## config.mk

```make
export PLATFORM = sky130hd
export DESIGN_NAME = smls_top
export DESIGN_NICKNAME = d
export VERILOG_FILES = /design/src/smls_pkg.sv /design/src/smls_top.sv /design/src/smls_param_file.sv /design/src/smls_mode_sel.sv
export SDC_FILE = /design/constraint.sdc
export NUM_CORES = 1
export LEC_CHECK = 0
export BUFFER_PORTS_ARGS = -buffer_cell sky130_fd_sc_hd__buf_2
export CORE_ASPECT_RATIO = 0.5
export CORE_MARGIN = 5
export CORE_UTILIZATION = 50
export CTS_CLUSTER_SIZE = 10
export DETAILED_ROUTE_END_ITERATION = 6
export GPL_ROUTABILITY_DRIVEN = 0
export PLACE_DENSITY = 0.83
export SYNTH_ARGS = -nofsm -noshare
export SYNTH_HDL_FRONTEND = slang
export SYNTH_SLANG_ARGS = --single-unit
```

## constraint.sdc

```tcl
create_clock -name SYS_CLK -period 5.9 [get_ports SYS_CLK]
set_clock_uncertainty 0.05 [all_clocks]
set_input_delay 0.59 -clock SYS_CLK [delete_from_list [all_inputs] [get_ports SYS_CLK]]
set_output_delay 0.59 -clock SYS_CLK [all_outputs]
set_load 0.01 [all_outputs]
```

## src/smls_pkg.sv

```systemverilog
// Shared constants, types and parameter map for the servo mode and limit selection block
package smls_pkg;

  // ----------------------------------------------------------------
  // Parameter addresses
  // ----------------------------------------------------------------
  localparam logic [7:0] ADDR_MAKER_RSVD   = 8'h00;
  localparam logic [7:0] ADDR_DISP_SEL     = 8'h01;
  localparam logic [7:0] ADDR_MODE_SEL     = 8'h02;
  localparam logic [7:0] ADDR_TL_SRC       = 8'h03;
  localparam logic [7:0] ADDR_OT_MODE      = 8'h04;
  localparam logic [7:0] ADDR_SPD_SRC      = 8'h05;
  localparam logic [7:0] ADDR_ZCLAMP_MODE  = 8'h06;
  localparam logic [7:0] ADDR_SPD_MON      = 8'h07;
  localparam logic [7:0] ADDR_TRQ_MON      = 8'h08;
  localparam logic [7:0] ADDR_TL_OUT_SEL   = 8'h09;
  localparam logic [7:0] ADDR_ZSPD_OUT_SEL = 8'h0a;
  localparam logic [7:0] ADDR_BAUD_SEL     = 8'h0c;
  localparam logic [7:0] ADDR_CCW_TL_VAL   = 8'h5e;
  localparam logic [7:0] ADDR_CW_TL_VAL    = 8'h5f;
  localparam logic [3:0] FUNC_SEL_GROUP    = 4'h0;

  // ----------------------------------------------------------------
  // Values after reset and range limits
  // ----------------------------------------------------------------
  localparam logic [7:0] RST_DISP_SEL  = 8'h00;
  localparam logic [7:0] RST_MODE_SEL  = 8'h00;
  localparam logic [7:0] RST_TL_SRC    = 8'h01;
  localparam logic [7:0] RST_BAUD_SEL  = 8'h03;
  localparam logic [7:0] RST_TL_VAL    = 8'hff;
  localparam logic [7:0] MAX_DISP_SEL  = 8'h0d;
  localparam logic [7:0] MAX_MODE_SEL  = 8'h05;
  localparam logic [7:0] MAX_BAUD_SEL  = 8'h03;

  // ----------------------------------------------------------------
  // Control mode codes and timing
  // ----------------------------------------------------------------
  localparam logic [7:0] MODE_P  = 8'h00;
  localparam logic [7:0] MODE_S  = 8'h01;
  localparam logic [7:0] MODE_T  = 8'h02;
  localparam logic [7:0] MODE_PS = 8'h03;
  localparam logic [7:0] MODE_PT = 8'h04;
  localparam logic [7:0] MODE_ST = 8'h05;
  localparam logic [7:0] TL_SRC_ANALOG = 8'h00;
  localparam int CLK_HZ          = 50_000_000;
  localparam int SHIFT_QUIET_MS  = 10;
  localparam int SHIFT_QUIET_CYC = SHIFT_QUIET_MS * (CLK_HZ / 1000);

  typedef enum logic [2:0] {
    RUN_POSITION = 3'b001,
    RUN_SPEED    = 3'b010,
    RUN_TORQUE   = 3'b100
  } smls_run_t;

  typedef struct packed {
    logic [7:0] addr;
    logic [7:0] data;
  } smls_wr_t;

  typedef struct packed {
    logic [7:0] disp;
    logic [7:0] mode;
    logic [7:0] tl_src;
    logic [7:0] baud;
    logic [7:0] ccw_val;
    logic [7:0] cw_val;
  } smls_cfg_t;

endpackage

```

## src/smls_top.sv

```systemverilog
// Top of the servo function-selection logic: parameters, mode, limits, display and baud
// ----------------------------------------------------------------
// Notes on behaviour
// - Mode code 0..5 means P, S, T, P/S, P/T, S/T; default 0.
// - Composite mode with shift input open runs the first mode of the pair.
// - Composite mode with shift input shorted runs the second mode.
// - Restart-applied parameters take a new value only after control power restart.
// - Display code 0..13 picks the start-up display item; default 0.
// - Source 0 takes CCW and CW limits from the two analog inputs.
// - Source 1 or 2 takes limits from the CCW and CW limit parameters.
// - Torque mode limits both directions with the CCW limit parameter.
// - Baud code 0..3, default 3, applied after restart.
// - Parameter numbers 00..0F form the function-selection group.
// ----------------------------------------------------------------
`timescale 1ns/10ps
`default_nettype none
module smls_top #(
  parameter int TL_W            = 12,
  parameter int SHIFT_QUIET_CYC = smls_pkg::SHIFT_QUIET_CYC
) (
  input  wire logic            SYS_CLK,
  input  wire logic            SYS_RST,
  input  wire logic            PARAM_WR,
  input  wire logic [7:0]      PARAM_ADDR,
  input  wire logic [7:0]      PARAM_WDATA,
  input  wire logic            POWER_RESTART,
  input  wire logic            MODE_SHIFT_OPEN,
  input  wire logic [TL_W-1:0] CCW_ANALOG_LIMIT_INPUT,
  input  wire logic [TL_W-1:0] CW_ANALOG_LIMIT_INPUT,
  output logic [7:0]           PARAM_RDATA,
  output logic                 PARAM_WR_ERR,
  output logic                 PARAM_FUNC_SEL,
  output logic [2:0]           ACTIVE_MODE,
  output logic                 SHIFT_SETTLING,
  output logic [3:0]           STARTUP_DISPLAY,
  output logic [1:0]           SERIAL_BAUD_CODE,
  output logic [TL_W-1:0]      CCW_TORQUE_LIMIT,
  output logic [TL_W-1:0]      CW_TORQUE_LIMIT
);

  // ----------------------------------------------------------------
  // Declarations
  // ----------------------------------------------------------------
  localparam int CNT_W = $clog2(SHIFT_QUIET_CYC + 1);

  smls_pkg::smls_wr_t  wr_req;
  smls_pkg::smls_cfg_t stored_cfg;
  smls_pkg::smls_cfg_t active_cfg;
  smls_pkg::smls_run_t run_mode;
  logic                wr_ok;
  logic [TL_W-1:0]     ccw_limit;
  logic [TL_W-1:0]     cw_limit;
  logic [2:0]          shift_sync_reg;
  logic                shift_open_reg;
  logic [CNT_W-1:0]    quiet_cnt_reg;
  logic [2:0]          mode_reg;
  logic [3:0]          disp_reg;
  logic [1:0]          baud_reg;
  logic [TL_W-1:0]     ccw_lim_reg;
  logic [TL_W-1:0]     cw_lim_reg;
  logic [7:0]          rdata_reg;
  logic                wr_err_reg;

  assign wr_req = '{addr: PARAM_ADDR, data: PARAM_WDATA};

  // ----------------------------------------------------------------
  // Parameter store
  // ----------------------------------------------------------------
  smls_param_file u_param_file (
    .clk        (SYS_CLK),
    .rst        (SYS_RST),
    .wr_en      (PARAM_WR),
    .wr         (wr_req),
    .restart    (POWER_RESTART),
    .wr_ok      (wr_ok),
    .stored_cfg (stored_cfg),
    .active_cfg (active_cfg)
  );

  // ----------------------------------------------------------------
  // Mode shift input synchroniser
  // ----------------------------------------------------------------
  always_ff @(posedge SYS_CLK or posedge SYS_RST) begin
    if (SYS_RST) begin
      shift_sync_reg <= 3'h7;
    end else begin
      shift_sync_reg <= {shift_sync_reg[1:0], MODE_SHIFT_OPEN};
    end
  end

  always_ff @(posedge SYS_CLK or posedge SYS_RST) begin
    if (SYS_RST) begin
      shift_open_reg <= 1'b1;
    end else if (shift_sync_reg[1] == shift_sync_reg[2]) begin
      shift_open_reg <= shift_sync_reg[2];
    end
  end

  // ----------------------------------------------------------------
  // Quiet window after a mode shift
  // ----------------------------------------------------------------
  always_ff @(posedge SYS_CLK or posedge SYS_RST) begin
    if (SYS_RST) begin
      quiet_cnt_reg <= '0;
    end else if (shift_sync_reg[1] == shift_sync_reg[2] && shift_sync_reg[2] != shift_open_reg) begin
      quiet_cnt_reg <= CNT_W'(SHIFT_QUIET_CYC);
    end else if (quiet_cnt_reg != '0) begin
      quiet_cnt_reg <= quiet_cnt_reg - CNT_W'(1);
    end
  end

  assign SHIFT_SETTLING = (quiet_cnt_reg != '0);

  // ----------------------------------------------------------------
  // Mode and torque limit selection
  // ----------------------------------------------------------------
  smls_mode_sel #(
    .TL_W (TL_W)
  ) u_mode_sel (
    .mode_code  (active_cfg.mode),
    .shift_open (shift_open_reg),
    .tl_src     (active_cfg.tl_src),
    .ccw_val    (active_cfg.ccw_val),
    .cw_val     (active_cfg.cw_val),
    .ccw_analog (CCW_ANALOG_LIMIT_INPUT),
    .cw_analog  (CW_ANALOG_LIMIT_INPUT),
    .run_mode   (run_mode),
    .ccw_limit  (ccw_limit),
    .cw_limit   (cw_limit)
  );

  always_ff @(posedge SYS_CLK or posedge SYS_RST) begin
    if (SYS_RST) begin
      mode_reg <= smls_pkg::RUN_POSITION;
    end else begin
      mode_reg <= run_mode;
    end
  end

  always_ff @(posedge SYS_CLK or posedge SYS_RST) begin
    if (SYS_RST) begin
      ccw_lim_reg <= '0;
      cw_lim_reg  <= '0;
    end else begin
      ccw_lim_reg <= ccw_limit;
      cw_lim_reg  <= cw_limit;
    end
  end

  // ----------------------------------------------------------------
  // Display and baud codes
  // ----------------------------------------------------------------
  always_ff @(posedge SYS_CLK or posedge SYS_RST) begin
    if (SYS_RST) begin
      disp_reg <= smls_pkg::RST_DISP_SEL[3:0];
      baud_reg <= smls_pkg::RST_BAUD_SEL[1:0];
    end else begin
      disp_reg <= active_cfg.disp[3:0];
      baud_reg <= active_cfg.baud[1:0];
    end
  end

  // ----------------------------------------------------------------
  // Read-back and write status
  // ----------------------------------------------------------------
  always_ff @(posedge SYS_CLK or posedge SYS_RST) begin
    if (SYS_RST) begin
      rdata_reg <= '0;
    end else begin
      case (PARAM_ADDR)
        smls_pkg::ADDR_DISP_SEL:   rdata_reg <= stored_cfg.disp;
        smls_pkg::ADDR_MODE_SEL:   rdata_reg <= stored_cfg.mode;
        smls_pkg::ADDR_TL_SRC:     rdata_reg <= stored_cfg.tl_src;
        smls_pkg::ADDR_BAUD_SEL:   rdata_reg <= stored_cfg.baud;
        smls_pkg::ADDR_CCW_TL_VAL: rdata_reg <= stored_cfg.ccw_val;
        smls_pkg::ADDR_CW_TL_VAL:  rdata_reg <= stored_cfg.cw_val;
        default:                   rdata_reg <= '0;
      endcase
    end
  end

  always_ff @(posedge SYS_CLK or posedge SYS_RST) begin
    if (SYS_RST) begin
      wr_err_reg <= 1'b0;
    end else begin
      wr_err_reg <= PARAM_WR && !wr_ok;
    end
  end

  assign PARAM_FUNC_SEL   = (PARAM_ADDR[7:4] == smls_pkg::FUNC_SEL_GROUP);
  assign PARAM_RDATA      = rdata_reg;
  assign PARAM_WR_ERR     = wr_err_reg;
  assign ACTIVE_MODE      = mode_reg;
  assign STARTUP_DISPLAY  = disp_reg;
  assign SERIAL_BAUD_CODE = baud_reg;
  assign CCW_TORQUE_LIMIT = ccw_lim_reg;
  assign CW_TORQUE_LIMIT  = cw_lim_reg;

  // ----------------------------------------------------------------
  // Assertions
  // ----------------------------------------------------------------
  property p_mode_single;
    @(posedge SYS_CLK) disable iff (SYS_RST)
      (active_cfg.mode == smls_pkg::MODE_S) |=> (ACTIVE_MODE == smls_pkg::RUN_SPEED);
  endproperty
  a_mode_single: assert property (p_mode_single) else $error("Speed code not decoded");

  property p_shift_first;
    @(posedge SYS_CLK) disable iff (SYS_RST)
      (active_cfg.mode == smls_pkg::MODE_PT && shift_open_reg)
        |=> (ACTIVE_MODE == smls_pkg::RUN_POSITION);
  endproperty
  a_shift_first: assert property (p_shift_first) else $error("Open shift not first mode");

  property p_shift_second;
    @(posedge SYS_CLK) disable iff (SYS_RST)
      (active_cfg.mode == smls_pkg::MODE_ST && !shift_open_reg)
        |=> (ACTIVE_MODE == smls_pkg::RUN_TORQUE);
  endproperty
  a_shift_second: assert property (p_shift_second) else $error("Shorted shift not second");

  property p_restart_hold;
    @(posedge SYS_CLK) disable iff (SYS_RST)
      (wr_ok && PARAM_ADDR == smls_pkg::ADDR_MODE_SEL && !POWER_RESTART)
        |=> $stable(active_cfg.mode);
  endproperty
  a_restart_hold: assert property (p_restart_hold) else $error("Mode applied before restart");

  property p_restart_apply;
    @(posedge SYS_CLK) disable iff (SYS_RST)
      (POWER_RESTART && !PARAM_WR) |=> ##1 (STARTUP_DISPLAY == $past(stored_cfg.disp[3:0], 2));
  endproperty
  a_restart_apply: assert property (p_restart_apply) else $error("Display not applied");

  property p_tl_analog;
    @(posedge SYS_CLK) disable iff (SYS_RST)
      (active_cfg.tl_src == smls_pkg::TL_SRC_ANALOG && run_mode != smls_pkg::RUN_TORQUE)
        |=> (CW_TORQUE_LIMIT == $past(CW_ANALOG_LIMIT_INPUT));
  endproperty
  a_tl_analog: assert property (p_tl_analog) else $error("CW limit not from analog");

  property p_tl_param;
    @(posedge SYS_CLK) disable iff (SYS_RST)
      (active_cfg.tl_src != smls_pkg::TL_SRC_ANALOG && run_mode != smls_pkg::RUN_TORQUE)
        |=> (CW_TORQUE_LIMIT == TL_W'($past(active_cfg.cw_val)));
  endproperty
  a_tl_param: assert property (p_tl_param) else $error("CW limit not from parameter");

  property p_tl_torque;
    @(posedge SYS_CLK) disable iff (SYS_RST)
      (ACTIVE_MODE == smls_pkg::RUN_TORQUE) |-> (CW_TORQUE_LIMIT == CCW_TORQUE_LIMIT);
  endproperty
  a_tl_torque: assert property (p_tl_torque) else $error("Torque mode limits differ");

  property p_baud_range;
    @(posedge SYS_CLK) disable iff (SYS_RST)
      (active_cfg.baud <= smls_pkg::MAX_BAUD_SEL) && (stored_cfg.mode <= smls_pkg::MAX_MODE_SEL);
  endproperty
  a_baud_range: assert property (p_baud_range) else $error("Stored code out of range");

  property p_func_group;
    @(posedge SYS_CLK) disable iff (SYS_RST)
      (PARAM_ADDR == smls_pkg::ADDR_BAUD_SEL) |-> PARAM_FUNC_SEL;
  endproperty
  a_func_group: assert property (p_func_group) else $error("Baud not in function group");

  property p_reject;
    @(posedge SYS_CLK) disable iff (SYS_RST)
      (PARAM_WR && PARAM_ADDR == smls_pkg::ADDR_DISP_SEL && PARAM_WDATA > smls_pkg::MAX_DISP_SEL)
        |=> (PARAM_WR_ERR && $stable(stored_cfg.disp));
  endproperty
  a_reject: assert property (p_reject) else $error("Bad display value taken");

  property p_settle_start;
    @(posedge SYS_CLK) disable iff (SYS_RST)
      (shift_open_reg != $past(shift_open_reg)) |-> SHIFT_SETTLING;
  endproperty
  a_settle_start: assert property (p_settle_start) else $error("No settling after shift");

  property p_baud_apply;
    @(posedge SYS_CLK) disable iff (SYS_RST)
      (POWER_RESTART && !PARAM_WR) |=> ##1 (SERIAL_BAUD_CODE == $past(stored_cfg.baud[1:0], 2));
  endproperty
  a_baud_apply: assert property (p_baud_apply) else $error("Baud not applied");

  property p_readback;
    @(posedge SYS_CLK) disable iff (SYS_RST)
      (PARAM_ADDR == smls_pkg::ADDR_MODE_SEL) |=> (PARAM_RDATA == $past(stored_cfg.mode));
  endproperty
  a_readback: assert property (p_readback) else $error("Mode read-back wrong");

  property p_reserved_reject;
    @(posedge SYS_CLK) disable iff (SYS_RST)
      (PARAM_WR && PARAM_ADDR == smls_pkg::ADDR_MAKER_RSVD) |=> PARAM_WR_ERR;
  endproperty
  a_reserved_reject: assert property (p_reserved_reject) else $error("Reserved write taken");

endmodule // smls_top
`default_nettype wire

```

## src/smls_param_file.sv

```systemverilog
// Parameter store with range check and restart-applied shadow values
`timescale 1ns/10ps
`default_nettype none
module smls_param_file (
  input  wire logic              clk,
  input  wire logic              rst,
  input  wire logic              wr_en,
  input  wire smls_pkg::smls_wr_t wr,
  input  wire logic              restart,
  output logic                   wr_ok,
  output smls_pkg::smls_cfg_t    stored_cfg,
  output smls_pkg::smls_cfg_t    active_cfg
);

  // ----------------------------------------------------------------
  // Range and reset tables
  // ----------------------------------------------------------------
  function automatic logic [8:0] max_of(input logic [7:0] a);
    case (a)
      smls_pkg::ADDR_DISP_SEL:     max_of = {1'b1, smls_pkg::MAX_DISP_SEL};
      smls_pkg::ADDR_MODE_SEL:     max_of = {1'b1, smls_pkg::MAX_MODE_SEL};
      smls_pkg::ADDR_TL_SRC:       max_of = 9'h102;
      smls_pkg::ADDR_OT_MODE:      max_of = 9'h102;
      smls_pkg::ADDR_SPD_SRC:      max_of = 9'h103;
      smls_pkg::ADDR_ZCLAMP_MODE:  max_of = 9'h102;
      smls_pkg::ADDR_SPD_MON:      max_of = 9'h109;
      smls_pkg::ADDR_TRQ_MON:      max_of = 9'h107;
      smls_pkg::ADDR_TL_OUT_SEL:   max_of = 9'h104;
      smls_pkg::ADDR_ZSPD_OUT_SEL: max_of = 9'h104;
      smls_pkg::ADDR_BAUD_SEL:     max_of = {1'b1, smls_pkg::MAX_BAUD_SEL};
      smls_pkg::ADDR_CCW_TL_VAL:   max_of = 9'h1ff;
      smls_pkg::ADDR_CW_TL_VAL:    max_of = 9'h1ff;
      default:                     max_of = 9'h000;
    endcase
  endfunction

  function automatic logic [7:0] rst_of(input logic [3:0] a);
    case (a)
      4'h3, 4'h4, 4'ha: rst_of = 8'h01;
      4'h7, 4'hc:       rst_of = 8'h03;
      default:          rst_of = 8'h00;
    endcase
  endfunction

  function automatic logic restart_applied(input logic [3:0] a);
    restart_applied = (a == 4'h0) || (a == 4'h1) || (a == 4'h2) || (a == 4'h4) || (a == 4'hc);
  endfunction

  logic [7:0] stored_mem [0:15];
  logic [7:0] active_mem [0:15];
  logic [7:0] ccw_val_reg;
  logic [7:0] cw_val_reg;
  logic [8:0] lim;

  assign lim   = max_of(wr.addr);
  assign wr_ok = wr_en && lim[8] && (wr.data <= lim[7:0]);

  // ----------------------------------------------------------------
  // Storage
  // ----------------------------------------------------------------
  always_ff @(posedge clk or posedge rst) begin
    if (rst) begin
      for (int i = 0; i < 16; i++) begin
        stored_mem[i] <= rst_of(4'(i));
        active_mem[i] <= rst_of(4'(i));
      end
      ccw_val_reg <= smls_pkg::RST_TL_VAL;
      cw_val_reg  <= smls_pkg::RST_TL_VAL;
    end else begin
      for (int i = 0; i < 16; i++) begin
        if (wr_ok && wr.addr == 8'(i)) begin
          stored_mem[i] <= wr.data;
          if (!restart_applied(4'(i))) begin
            active_mem[i] <= wr.data;
          end
        end else if (restart) begin
          active_mem[i] <= stored_mem[i];
        end
      end
      if (wr_ok && wr.addr == smls_pkg::ADDR_CCW_TL_VAL) begin
        ccw_val_reg <= wr.data;
      end
      if (wr_ok && wr.addr == smls_pkg::ADDR_CW_TL_VAL) begin
        cw_val_reg <= wr.data;
      end
    end
  end

  assign stored_cfg = '{disp: stored_mem[1], mode: stored_mem[2], tl_src: stored_mem[3],
                        baud: stored_mem[12], ccw_val: ccw_val_reg, cw_val: cw_val_reg};
  assign active_cfg = '{disp: active_mem[1], mode: active_mem[2], tl_src: active_mem[3],
                        baud: active_mem[12], ccw_val: ccw_val_reg, cw_val: cw_val_reg};

endmodule // smls_param_file
`default_nettype wire

```

## src/smls_mode_sel.sv

```systemverilog
// Control mode decode and torque limit source selection
`timescale 1ns/10ps
`default_nettype none
module smls_mode_sel #(
  parameter int TL_W = 12
) (
  input  wire logic [7:0]      mode_code,
  input  wire logic            shift_open,
  input  wire logic [7:0]      tl_src,
  input  wire logic [7:0]      ccw_val,
  input  wire logic [7:0]      cw_val,
  input  wire logic [TL_W-1:0] ccw_analog,
  input  wire logic [TL_W-1:0] cw_analog,
  output smls_pkg::smls_run_t  run_mode,
  output logic [TL_W-1:0]      ccw_limit,
  output logic [TL_W-1:0]      cw_limit
);

  function automatic logic [TL_W-1:0] widen(input logic [7:0] v);
    widen = TL_W'(v);
  endfunction

  // ----------------------------------------------------------------
  // Mode decode
  // ----------------------------------------------------------------
  always_comb begin
    case (mode_code)
      smls_pkg::MODE_P:  run_mode = smls_pkg::RUN_POSITION;
      smls_pkg::MODE_S:  run_mode = smls_pkg::RUN_SPEED;
      smls_pkg::MODE_T:  run_mode = smls_pkg::RUN_TORQUE;
      smls_pkg::MODE_PS: run_mode = shift_open ? smls_pkg::RUN_POSITION : smls_pkg::RUN_SPEED;
      smls_pkg::MODE_PT: run_mode = shift_open ? smls_pkg::RUN_POSITION : smls_pkg::RUN_TORQUE;
      smls_pkg::MODE_ST: run_mode = shift_open ? smls_pkg::RUN_SPEED : smls_pkg::RUN_TORQUE;
      default:           run_mode = smls_pkg::RUN_POSITION;
    endcase
  end

  // ----------------------------------------------------------------
  // Torque limit source
  // ----------------------------------------------------------------
  always_comb begin
    if (run_mode == smls_pkg::RUN_TORQUE) begin
      ccw_limit = widen(ccw_val);
      cw_limit  = widen(ccw_val);
    end else if (tl_src == smls_pkg::TL_SRC_ANALOG) begin
      ccw_limit = ccw_analog;
      cw_limit  = cw_analog;
    end else begin
      ccw_limit = widen(ccw_val);
      cw_limit  = widen(cw_val);
    end
  end

endmodule // smls_mode_sel
`default_nettype wire

```

# Word-level counts from Yosys, hierarchy flattened
# Index checks and enable logic that the tools add are counted.
[totals] register_bits=135 in_bits=45 elab_cells=83
[classes] add_sub_neg=1 n_lt_le_gt_ge=1 eq_ne=21 n_mux=14 n_bitwise=3 n_reduce_logical=23
[op_table] cell="$pmux 9 s8" count=1
[op_table] cell="$eq 8x3->1 const B" count=6
[op_table] cell="$mux 12" count=4
[op_table] cell="$pmux 8 s6" count=1
[op_table] cell="$mux 19" count=2
[op_table] cell="$eq 8x2->1 const B" count=4
[op_table] cell="$eq 8x4->1 const B" count=4
[op_table] cell="$reduce_bool 19->1" count=1
[op_table] cell="$sub 19x1->19 const B" count=1
[op_table] cell="$eq 8x1->1 const B" count=2
[op_table] cell="$eq 8x7->1 const B" count=2
[op_table] cell="$mux 8" count=2
[op_table] cell="$pmux 3 s5" count=1
[op_table] cell="$logic_and 1x1->1" count=10
[op_table] cell="$le 8x8->1" count=1
[op_table] cell="$logic_not 8->1" count=1
[op_table] cell="$mux 3" count=2
[op_table] cell="$reduce_and 2->1" count=3
[op_table] cell="$reduce_or 2->1" count=3
[op_table] cell="$logic_not 4->1" count=1
[op_table] cell="$reduce_bool 2->1" count=2
[op_table] cell="$eq 3x3->1 const B" count=1
[op_table] cell="$not 1->1" count=3
[op_table] cell="$reduce_or 3->1" count=1
[op_table] cell="4 further kinds" count=4

# Depth between registers and ports, before layout
# Gate-level depths: netlist (run 1).
[depth] ltp_word=8 ltp_mapped=14 depth_no_buf=13

# Hierarchy
# Synthesis (run 1) repeated with hierarchy kept, for this count alone.
[unflattened] hier_cells=566 area_unflattened_um2=6921.6
[by_module_without_submodules] mod="smls_param_file" instances=1 cells_per_inst=271 area_per_inst_um2=3723.6
[by_module_without_submodules] mod="smls_top" instances=1 cells_per_inst=235 area_per_inst_um2=2736.4
[by_module_without_submodules] mod="smls_mode_sel" instances=1 cells_per_inst=60 area_per_inst_um2=461.7

# Worst setup path after synthesis (run 1)
# No wires, ideal clock.
[synth_timing] path_type="input port to flip-flop" start="in PARAM_ADDR[3]" end="reg u_param_file.active_mem (netlist bit u_param_file.active_cfg[40])" t_arrival_ps=3390 t_required_ps=5725 setup_slack_ps=2335 cell_stages=13 path_cell_list="buf_2 nand4_1 nor3_1 nand2_1 clkbuf_1 ha_1 nand2_1 o21ai_0 o21ai_0 and4_1 buf_4 or2b_2 mux2_2"
[synth_via] elab_chain_cells=8
[synth_lines] item="start, declared" line="smls_top.sv:24" source="input wire logic [7:0] PARAM_ADDR,"
[synth_lines] item="$eq 8x3->1 (tied with other cells)"
[synth_lines] item="$reduce_or 3->1 (no source line) / $reduce_or 2->1 (equally long branches)"
[synth_lines] item="$pmux 9 s8" line="smls_param_file.sv:19" source="case (a)"
[synth_lines] item="$le 8x8->1 / $logic_and 1x1->1 (equally long branches)" line="smls_param_file.sv:56" source="assign wr_ok = wr_en && lim[8] && (wr.data <= lim[7:0]);"
[synth_lines] item="$logic_and 1x1->1" line="smls_param_file.sv:56"
[synth_lines] item="$logic_and 1x1->1 *" line="smls_param_file.sv:71" source="if (wr_ok && wr.addr == 8'(i)) begin"
[synth_lines] item="$not 1->1 (no source line) *"
[synth_lines] item="$reduce_and 2->1 (no source line) *"
[synth_lines] item="end signal, assigned by index" line="smls_param_file.sv:65" source="active_mem[i] <= rst_of(4'(i));"
[synth_lines] item="end signal, assigned by index" line="smls_param_file.sv:74" source="active_mem[i] <= wr.data;"
[synth_lines] item="end signal, assigned by index" line="smls_param_file.sv:77" source="active_mem[i] <= stored_mem[i];"
[synth_lines] item="end, declared" line="smls_param_file.sv:50" source="logic [7:0] active_mem [0:15];"
# Mark *: on every way between the ends. The rest lies on a longest branch, timed or not.
# A chain may end at the register's enable or synchronous reset.

# Worst setup path after layout (run 1)
[layout_timing] start="in PARAM_ADDR[2]" end="reg u_param_file.cw_val_reg[4]"
[layout_via] elab_chain_cells=6
[layout_lines] item="$eq 8x3->1 (tied with other cells)"
[layout_lines] item="$reduce_or 3->1 (no source line) / $reduce_or 2->1 (equally long branches)"
[layout_lines] item="$pmux 9 s8" line="smls_param_file.sv:19"
[layout_lines] item="$le 8x8->1 / $logic_and 1x1->1 (equally long branches)" line="smls_param_file.sv:56"
[layout_lines] item="$logic_and 1x1->1" line="smls_param_file.sv:56"
[layout_lines] item="$logic_and 1x1->1 *" line="smls_param_file.sv:83" source="if (wr_ok && wr.addr == smls_pkg::ADDR_CW_TL_VAL) begin"
[layout_lines] item="end signal, assigned" line="smls_param_file.sv:68" source="cw_val_reg <= smls_pkg::RST_TL_VAL;"
[layout_lines] item="end signal, assigned" line="smls_param_file.sv:84" source="cw_val_reg <= wr.data;"
[layout_lines] item="end, declared" line="smls_param_file.sv:52" source="logic [7:0] cw_val_reg;"
# Marked as above.

==> results.toml, run 1 <==
[grt]
antenna_found_initial = 0
first_global_vias = 4387
grt_usage = 0.205
overflow = 0
grt_pass1_wl_um = 23300
grt_start_max_net_pins = 70

[logic_synthesis]
synthMuxAreaShare = 0.189
ys_seq_area_frac = 0.558
synth_compound_area_frac = 0.0808
ys_ff_latch = 135
syn_area_um2 = 6120
synth.distinct_cells = 55
synthFlopType = "dfrtp_1"
synthAdderAreaFrac = 0.0184
avgSynthCellArea_um2 = 12.1
synth_cells = 505
yosys.area_share.simple = 0.118
yosys_warnings = 0
async_flop_share = 1.00
synth_nets = 559
synth_xor_area_frac = 0.0158
synth_top_family_by_area = "multiplexers"
synth-edff-count = 0

[setup_path]
critPathArrivalTime_ns = 4.44
reg2regPathDepth = 6
r2r_slack_ns = 2.77
r2r-start = "shift_open_reg$_DFFE_PP1N_"
start_kind = "input pin"
path_max_fanout = 15
critPathRequiredTime_ns = 6.20
timing.rr.end = "CCW_TORQUE_LIMIT[1]$_DFF_PP0_"
critPathCaptureType = "flop"
crit_type = "input pin to flop"

[die]
die_w_um = 166
rows = 28
die_h_um = 88.2
coreArea_um2 = 11900
initial_core_util = 0.515
ios = 89
dieArea_um2 = 14700

[clock_network]
cts_resized = 0
htree_levels = 4
cts_tree = "built"
cts_root_buf = "clkbuf_16"
cts-buffers-inserted = 17
cts.path.max_buffers = 2
path_clk_slew_ns = 0.06
postCtsHoldBufs = 0
clkLatencyLatePin_ns = 0.42
cts_sinks = 135
post_cts_buffers = 0

[sta]
slew_violations = 0
rsz0062_at_grt = "false"
final_hold_viol_count = 0
max_slew_margin = 0.215
max_slew.worst_pin.slew_ns = 1.18
finalSetupViolations = 0
fin_setup_tns_ns = 0
timing.hold.ws_ns = 0.215
max_freq_mhz = 242
fin_crit_ns = 4.14
fin_crit_sh = 0.702

[detailed_routing]
wl_um = 14300
drt_first_pass_iters = 4
route.vias.total = 4318
vias_per_cell = 5.58
initialDrtViolationCount = 293
wl_per_cell_um = 18.5
ant_nets = 0
drc = 0

[pwr]
p_leak_nw = 3.50
powerDensity_nw_per_um2 = 345
peakVddDrop_mv = 0.174

[place]
dp_hpwl_um = 9650
port_buffers = 88

[final_layout]
syn_to_final_growth_pct = 20.5
fin_nets = 650
antenna_cells = 0
drive_gt1_frac = 0.394
fillers = 879
multi_input_area_um2 = 2580
regArea_um2 = 3410
largest_reg_flops = 32

[worst_hold_path]
holdPathStages = 1
hold_class = "input pin to flop"
min_to = "shift_sync_reg[0]$_DFF_PP1_"
hold_start = "MODE_SHIFT_OPEN"

[job]
drv_cap = 0

[run_status]
status = "completed"
cells in the mapped netlist, drive strengths merged, types with 9 or more instances:
cell | count | share of area
dfrtp | 106 | 0.43
nand2 | 26 | 0.016
mux2i | 26 | 0.043
nor2 | 55 | 0.034
ha | 9 | 0.018
buf | 9 | 0.0094
clkbuf | 9 | 0.0055
dfstp | 29 | 0.12
mux2 | 78 | 0.15
o21ai | 16 | 0.013
a22oi | 9 | 0.011
a21oi | 36 | 0.029
worst max path at each step:
stage,from,end,slack [ns],depth (start not counted)
floorplan,SYS_RST,ACTIVE_MODE[1]$_DFF_PP0_,1.70,1
global placement,PARAM_ADDR[2],u_param_file.cw_val_reg[3]$_DFFE_PP1P_,1.61,12
detailed placement,PARAM_ADDR[2],u_param_file.cw_val_reg[1]$_DFFE_PP1P_,1.39,12
CTS,PARAM_ADDR[2],u_param_file.cw_val_reg[4]$_DFFE_PP1P_,1.83,12
global route,PARAM_ADDR[2],u_param_file.cw_val_reg[4]$_DFFE_PP1P_,1.38,12
finish,PARAM_ADDR[2],u_param_file.cw_val_reg[4]$_DFFE_PP1P_,1.76,12
kinds of logic after synthesis:
group                    Yosys count
AO/OA/AOI/OAI                     80
XOR/XNOR                          11
adder cells (fa/ha/maj)            9
buffers and inverters             27
flip-flops                       135
multiplexers                     104
AND/OR/NAND/NOR                  139
cells in the final DEF, fill, tap and decap left out, types with 7 or more instances in the layout:
master	n
a21oi_1	36
a22oi_1	9
and2_1	8
buf_2	88
clkbuf_16	17
dfrtp_1	106
dfstp_2	29
ha_1	9
inv_1	7
mux2_2	74
mux2i_1	26
nand2_1	25
nor2_1	55
o21ai_0	16
layer usage:
| layer | global-route usage | routed length [um] | vias up |
|---|---|---|---|
| met2 | 0.357 | 7140 | 123 |
| met5 | 0 | 0 | - |
| met1 | 0.252 | 6240 | 2163 |
| li1 | - | - | 1995 |
| met3 | 0.0541 | 585 | 37 |
| met4 | 0.0750 | 329 | 0 |
critical path, stage by stage:
cell	delay, ns
buf_2	0.20
nand4_1	0.11
nor3_1	0.58
nand2_1	0.51
a21boi_0	0.26
ha_1	0.31
nor2b_1	0.14
o211ai_1	0.19
a21oi_1	0.11
o31ai_2	0.47
nand4_1	0.50
mux2_2	0.45
cell type report:
type	count	area share
Multi-Input combinational cell	343	0.350
Sequential cell	135	0.463
Clock inverter	11	0.0300
Inverter	9	0.00492
Tap cell	165	0.0280
Timing Repair Buffer	90	0.0618
Clock buffer	21	0.0625
stage by stage:
stage / setup slack, ns / instances / util / cell area [um2] / power (mW)
2_1_floorplan: 1.70 / 505 / - / 6120 / 1.24
3_3_place_gp: 1.61 / 742 / 0.563 / 6690 / 1.33
3_5_place_dp: 1.39 / 742 / 0.563 / 6690 / 1.34
4_1_cts: 1.83 / 774 / 0.621 / 7370 / 2.56
5_1_grt: 1.38 / 774 / 0.621 / 7370 / 2.64
6_report: 1.76 / 774 / 0.621 / 7370 / 2.54
report_power, final:
group / switching [mW] / leakage [nW] / total (mW) / internal [mW]
Clock: 0.395 / 0.324 / 1.21 / 0.817
Sequential: 0.0417 / 1.68 / 1.04 / 0.996
Combinational: 0.172 / 1.49 / 0.295 / 0.123
Note: power is estimated with default switching activity, not from simulation.
==> run 2, diff against run 1 <==
ABC_AREA = 1   (was not set)
PLACE_DENSITY = 0.86   (was 0.83)
clock period = 3.61 ns   (was 5.9 ns; I/O delays follow)
==> results.toml, run 2 <==
[logic_synthesis]
avgSynthCellArea_um2 = 8.87
yosys-top-cells-count = "nand2_1, dfrtp_1, inv_1, nor2_1, o21ai_0"
async_flop_share = 1.00
synth_nets = 765
synthFlopType = "dfrtp_1"
synth_cells = 711
yosys_warnings = 0
synth_area_leaders = "dfrtp_1, dfstp_2, nand2_1"
synth-edff-count = 0
ys_ff_latch = 135
syn_area_um2 = 6300
synth.distinct_cells = 45
yosys.area.top_type_share = 0.421
yosysTopAreaCell = "dfrtp_1"
ys_seq_area_frac = 0.542
yosysMostFrequentCell = "nand2_1"

[setup_path]
cp_cell_sequence = "buf_2 -> inv_1 -> nand2_1 -> nor2_4 -> nand2_2 -> nand2_4 -> inv_1 -> o31ai_1 -> o21bai_1 -> nor2_1 -> ha_1 -> nand2_1 -> nand2_1 -> nand2_1 -> nand2_1 -> nand2_1 -> nand2_1 -> a21oi_2 -> buf_4 -> nand3_2 -> nand2_4 -> inv_2 -> nand2_1 -> nand2_1"
path_delay_family = "simple AND/OR/NAND/NOR gates"
start_kind = "input pin"
r2r-start = "quiet_cnt_reg[0]$_DFFE_PP0P_"
path_max_fanout = 15
cpPeakStageDelay_ns = 0.29
critPathArrivalTime_ns = 3.12
crit_start = "PARAM_ADDR[7]"
r2r_slack_ns = 1.44
critPathCaptureType = "flop"
crit_type = "input pin to flop"
critPathRequiredTime_ns = 3.86
timing.rr.end = "quiet_cnt_reg[0]$_DFFE_PP0P_"
crit_top_cell = "nand2_1"
reg2regPathDepth = 10
crit_slowest_cell = "ha_1"
path_buf_inv = 5

[grt]
grt_usage = 0.216
antenna_found_initial = 0
grt_start_max_net_pins = 57
first_global_vias = 5096
overflow = 0
grt_pass1_wl_um = 25500

[job]
drv_cap = 0

[final_layout]
layout_common_cells = "nand2_1, dfrtp_1, inv_1, buf_2, nor2_1"
stdcell_count = 993
fin_nets = 864
antenna_cells = 0
final_core_util = 0.603
fillers = 985
layout_commonest_cell = "nand2_1"
largest_reg_flops = 32
syn_to_final_growth_pct = 19.7
stdcell_area_um2 = 7550
drive_gt1_frac = 0.241

[die]
rows = 29
initial_core_util = 0.504
coreArea_um2 = 12500
die_w_um = 169
dieArea_um2 = 15100
die_h_um = 89.4
ios = 89

[clock_network]
cts_tree = "built"
cts_root_buf = "clkbuf_16"
cts_resized = 0
htree_levels = 4
path_clk_slew_ns = 0.06
cts.path.max_buffers = 2
clkLatencyLatePin_ns = 0.42
postCtsHoldBufs = 1
cts_sinks = 135
post_cts_buffers = 0
cts-buffers-inserted = 17

[sta]
fin_crit_ns = 2.87
rsz0062_at_grt = "false"
slew_violations = 0
setup_ws_ns = 0.742
finalSetupViolations = 0
final_hold_viol_count = 0
max_slew.worst_pin.slew_ns = 0.999
fin_setup_tns_ns = 0
fin_crit_sh = 0.794
max_freq_mhz = 349
max_slew_margin = 0.332

[detailed_routing]
vias_per_cell = 5.40
drt_first_pass_iters = 6
route.vias.total = 5365
wl_um = 15700
ant_nets = 0
drc = 0
wl_per_cell_um = 15.8
initialDrtViolationCount = 609

[place]
placed_area_um2 = 6920
port_buffers = 88
post-place-cells = 960
dp_slack_ns = 0.383
dp_hpwl_um = 11200

[worst_hold_path]
hold_class = "input pin to flop"
min_to = "CW_TORQUE_LIMIT[8]$_DFF_PP0_"
hold_start = "CW_ANALOG_LIMIT_INPUT[8]"
holdPathStages = 3

[run_status]
status = "completed"

[pwr]
p_leak_nw = 3.78
peakVddDrop_mv = 0.349
powerDensity_nw_per_um2 = 500
## run 2: cell count changes after synthesis, sizes merged, moves of 7 or more
cell    before  now
nor2        55   81
nand4        6   21
o22ai        2   10
a221oi       0    7
inv          8  100
o21ai       16   54
mux2i       26    0
nand2       26  160
nand3        5   39
a211oi       0    8
a21oi       36   24
mux2        78    0
## run 2: cell families (layout without fill, tap and decap cells)
family / count (synthesis) / in the layout / synth area share
DFF: 135 / 135 / 0.542
adders and majority gates: 9 / 9 / 0.0179
xor gates and xnor gates: 6 / 6 / 0.00834
and+or+nand+nor: 329 / 329 / 0.246
buffers and inverters: 119 / 231 / 0.0784
AOI/OAI and AO/OA: 113 / 113 / 0.108
## run 2: final cells by class
cell class                 instances  area, um2  share of cell area
clock inverter                    14        188              0.0249
clock buffer                      18        429              0.0569
multi-input combinational        457       2390               0.317
sequential                       135       3410               0.452
inverter                         102        387              0.0512
timing repair buffer              97        523              0.0693
tap                              170        213              0.0282
## run 2: where the power goes
group | internal [mW] | switching, mW | total (mW) | leakage [nW]
sequential | 1.57 | 0.0448 | 1.61 | 1.64
combinational | 0.118 | 0.253 | 0.371 | 1.85
clock | 1.11 | 0.683 | 1.79 | 0.292
## run 2: tightest hold or removal path, stage by stage
cell and delay (ns):
buf_2 0.10, inv_1 0.04, nor2_1 0.03
## run 2: how the worst max path moves through the flow
| stage | endpoint | slack [ns] | cells past startpoint |
|---|---|---|---|
| after CTS | u_param_file.active_cfg[31]$_DFFE_PP0P_ | 0.79 | 24 |
| after detailed placement | u_param_file.active_cfg[31]$_DFFE_PP0P_ | 0.38 | 24 |
| final | u_param_file.active_cfg[31]$_DFFE_PP0P_ | 0.74 | 24 |
| after global placement | u_param_file.active_cfg[38]$_DFFE_PP0P_ | 0.51 | 23 |
| after floorplan | u_param_file.stored_cfg[38]$_DFFE_PP0P_ | 0.77 | 22 |
| after global routing | u_param_file.active_cfg[31]$_DFFE_PP0P_ | 0.50 | 23 |
## run 2: stage by stage
| stage | hold WS, ns | total power [mW] |
|---|---|---|
| 2_1_floorplan | 0.295 | 1.89 |
| 3_3_place_gp | 0.298 | 1.99 |
| 3_5_place_dp | 0.297 | 2.00 |
| 4_1_cts | 0.0907 | 3.78 |
| 5_1_grt | 0.0954 | 3.93 |
| 6_report | 0.102 | 3.77 |
## run 2: metal layers
layer / wire length [um] / global-route usage / vias up / part of all wire
met2: 7390 / 0.354 / 244 / 0.47
met5: 0 / 0 / - / 0
met3: 1510 / 0.0720 / 26 / 0.097
met1: 6540 / 0.280 / 2573 / 0.42
li1: - / - / 2522 / -
met4: 214 / 0.0582 / 0 / 0.014
==> run 3, diff against run 2 <==
clock period = 2.3 ns   (was 3.61 ns; I/O delays follow)
==> results.toml, run 3 (synthesis results as in run 2) <==
[sta]
fin_crit_sh = 1.04
rsz0062_at_grt = "true"
max_slew.worst_pin.slew_ns = 0.518
final_hold_viol_count = 0
max_freq_mhz = 419
slew_violations = 0
finalSetupViolations = 23
fin_crit_ns = 2.39
max_slew_margin = 0.654
fin_setup_tns_ns = -0.740
setup_ws_ns = -0.0879

[setup_path]
reg2regPathDepth = 6
crit_slowest_cell = "ha_1"
cp_cell_sequence = "buf_12 -> inv_12 -> nand2_4 -> nor2_4 -> nand2_4 -> nand2_4 -> inv_4 -> o31ai_1 -> o21bai_2 -> nor2_1 -> ha_1 -> nand2_1 -> nand2_1 -> nand2_1 -> nand2_1 -> nand2_1 -> nand2_2 -> a21oi_4 -> buf_12 -> nand3_2 -> buf_4 -> nand2_1 -> o21ai_0"
r2r-start = "u_param_file.active_cfg[25]$_DFFE_PP0P_"
critPathRequiredTime_ns = 2.54
crit_top_cell = "nand2_1"
timing.rr.end = "CW_TORQUE_LIMIT[3]$_DFF_PP0_"
critPathArrivalTime_ns = 2.62
path_delay_family = "simple AND/OR/NAND/NOR gates"
path_buf_inv = 5
start_kind = "input pin"
critPathCaptureType = "flop"
r2r_slack_ns = 0.36
path_max_fanout = 10
cpPeakStageDelay_ns = 0.30
crit_type = "input pin to flop"

[final_layout]
drive_gt1_frac = 0.362
fillers = 828
syn_to_final_growth_pct = 37.4
layout_common_cells = "nand2_1, dfrtp_1, inv_1, buf_2, nor2_1"
largest_reg_flops = 32
fin_nets = 935
layout_commonest_cell = "nand2_1"
stdcell_count = 1064
final_core_util = 0.692
antenna_cells = 0

[clock_network]
htree_levels = 4
cts_tree = "built"
cts_root_buf = "clkbuf_16"
cts-buffers-inserted = 17
path_clk_slew_ns = 0.06
clkLatencyLatePin_ns = 0.43
cts_sinks = 135
cts.path.max_buffers = 2

[pwr]
p_leak_nw = 4.34
combPwrFrac = 0.112
powerDensity_nw_per_um2 = 713
switchingPower_mw = 1.59
seqPwrFrac = 0.411
p_int_mw = 4.59
p_clk_frac = 0.477
peakVddDrop_mv = 0.496
p_sw_frac = 0.258

[detailed_routing]
ant_nets = 0
route.vias.total = 6176
initialDrtViolationCount = 816
drt_first_pass_iters = 7
wl_per_cell_um = 19.6
wl_um = 20900
vias_per_cell = 5.80
drc = 1

[die]
rows = 29
die_h_um = 89.4
coreArea_um2 = 12500
ios = 89
die_w_um = 169
initial_core_util = 0.504
dieArea_um2 = 15100

[worst_hold_path]
hold_class = "input pin to flop"
min_to = "u_param_file.cw_val_reg[6]$_DFFE_PP1P_"
holdPathStages = 3
hold_start = "PARAM_WDATA[6]"

[run_status]
violations = "DRC, setup timing"
status = "finished, violations left"

[place]
dp_hpwl_um = 11700
dp_slack_ns = -0.587
post-place-cells = 1000
port_buffers = 88

[grt]
first_global_vias = 5924
grt_pass1_wl_um = 28900
grt_usage = 0.247
antenna_found_initial = 0
grt_start_max_net_pins = 61
overflow = 0

[job]
drv_cap = 0
-- run 3: per-stage QoR --
step	hold slack (ns)	area (um2)	power, mW
detailed placement	0.202	7310	3.17
floorplan	0.184	6390	2.97
finish	0.00415	8660	6.18
CTS	0.000552	8150	6.09
global placement	0.204	7310	3.15
global route	-0.00588	8660	6.39
-- run 3: how the worst max path moves through the flow --
stage | start | end | slack (ns) | cells after the start
global route | PARAM_ADDR[6] | u_param_file.stored_cfg[45]$_DFFE_PP0P_ | -0.25 | 22
detailed placement | PARAM_ADDR[5] | u_param_file.cw_val_reg[3]$_DFFE_PP1P_ | -0.59 | 23
floorplan | PARAM_ADDR[5] | u_param_file.active_cfg[33]$_DFFE_PP0P_ | -0.25 | 23
global placement | PARAM_ADDR[5] | u_param_file.cw_val_reg[1]$_DFFE_PP1P_ | -0.46 | 23
CTS | PARAM_ADDR[5] | u_param_file.cw_val_reg[3]$_DFFE_PP1P_ | 0.007 | 24
finish | PARAM_ADDR[5] | u_param_file.stored_cfg[45]$_DFFE_PP0P_ | -0.09 | 23
-- run 3: layout make-up --
cell class / count / area, um2 / share of cell area
Tap cell: 170 / 213 / 0.0246
Clock inverter: 12 / 174 / 0.0201
Inverter: 102 / 407 / 0.0469
Sequential cell: 135 / 3410 / 0.394
Timing Repair Buffer: 167 / 1260 / 0.146
Multi-Input combinational cell: 458 / 2740 / 0.316
Clock buffer: 20 / 457 / 0.0527
-- run 3: layer usage --
metal  part of all wire  track usage
met1               0.37        0.301
met5                  0            0
met2               0.47        0.420
met3               0.11       0.0755
met4              0.055       0.0965
-- run 3: tightest hold or removal path, cell delays in order --
cell     delay (ns)
buf_2          0.13
nand2_2        0.07
o21ai_1        0.05
-- run 3: power by group through the flow --
stage	clock network, mW	registers, mW	logic [mW]
floorplan	0	2.55	0.420
global placement	0	2.57	0.586
detailed placement	0	2.57	0.605
CTS	2.92	2.53	0.638
global route	3.07	2.55	0.775
finish	2.95	2.54	0.692
-- run 3: what timing repair did --
action | in CTS | in global routing
setup endpoints to repair | 51 | 71
endpoints found under the hold margin | 22 | 3
setup buffers | 4 | 8
resized for setup | 10 | 112
hold buffers | 10 | 3
cloned | 2 | 5
pin swaps | 4 | 27
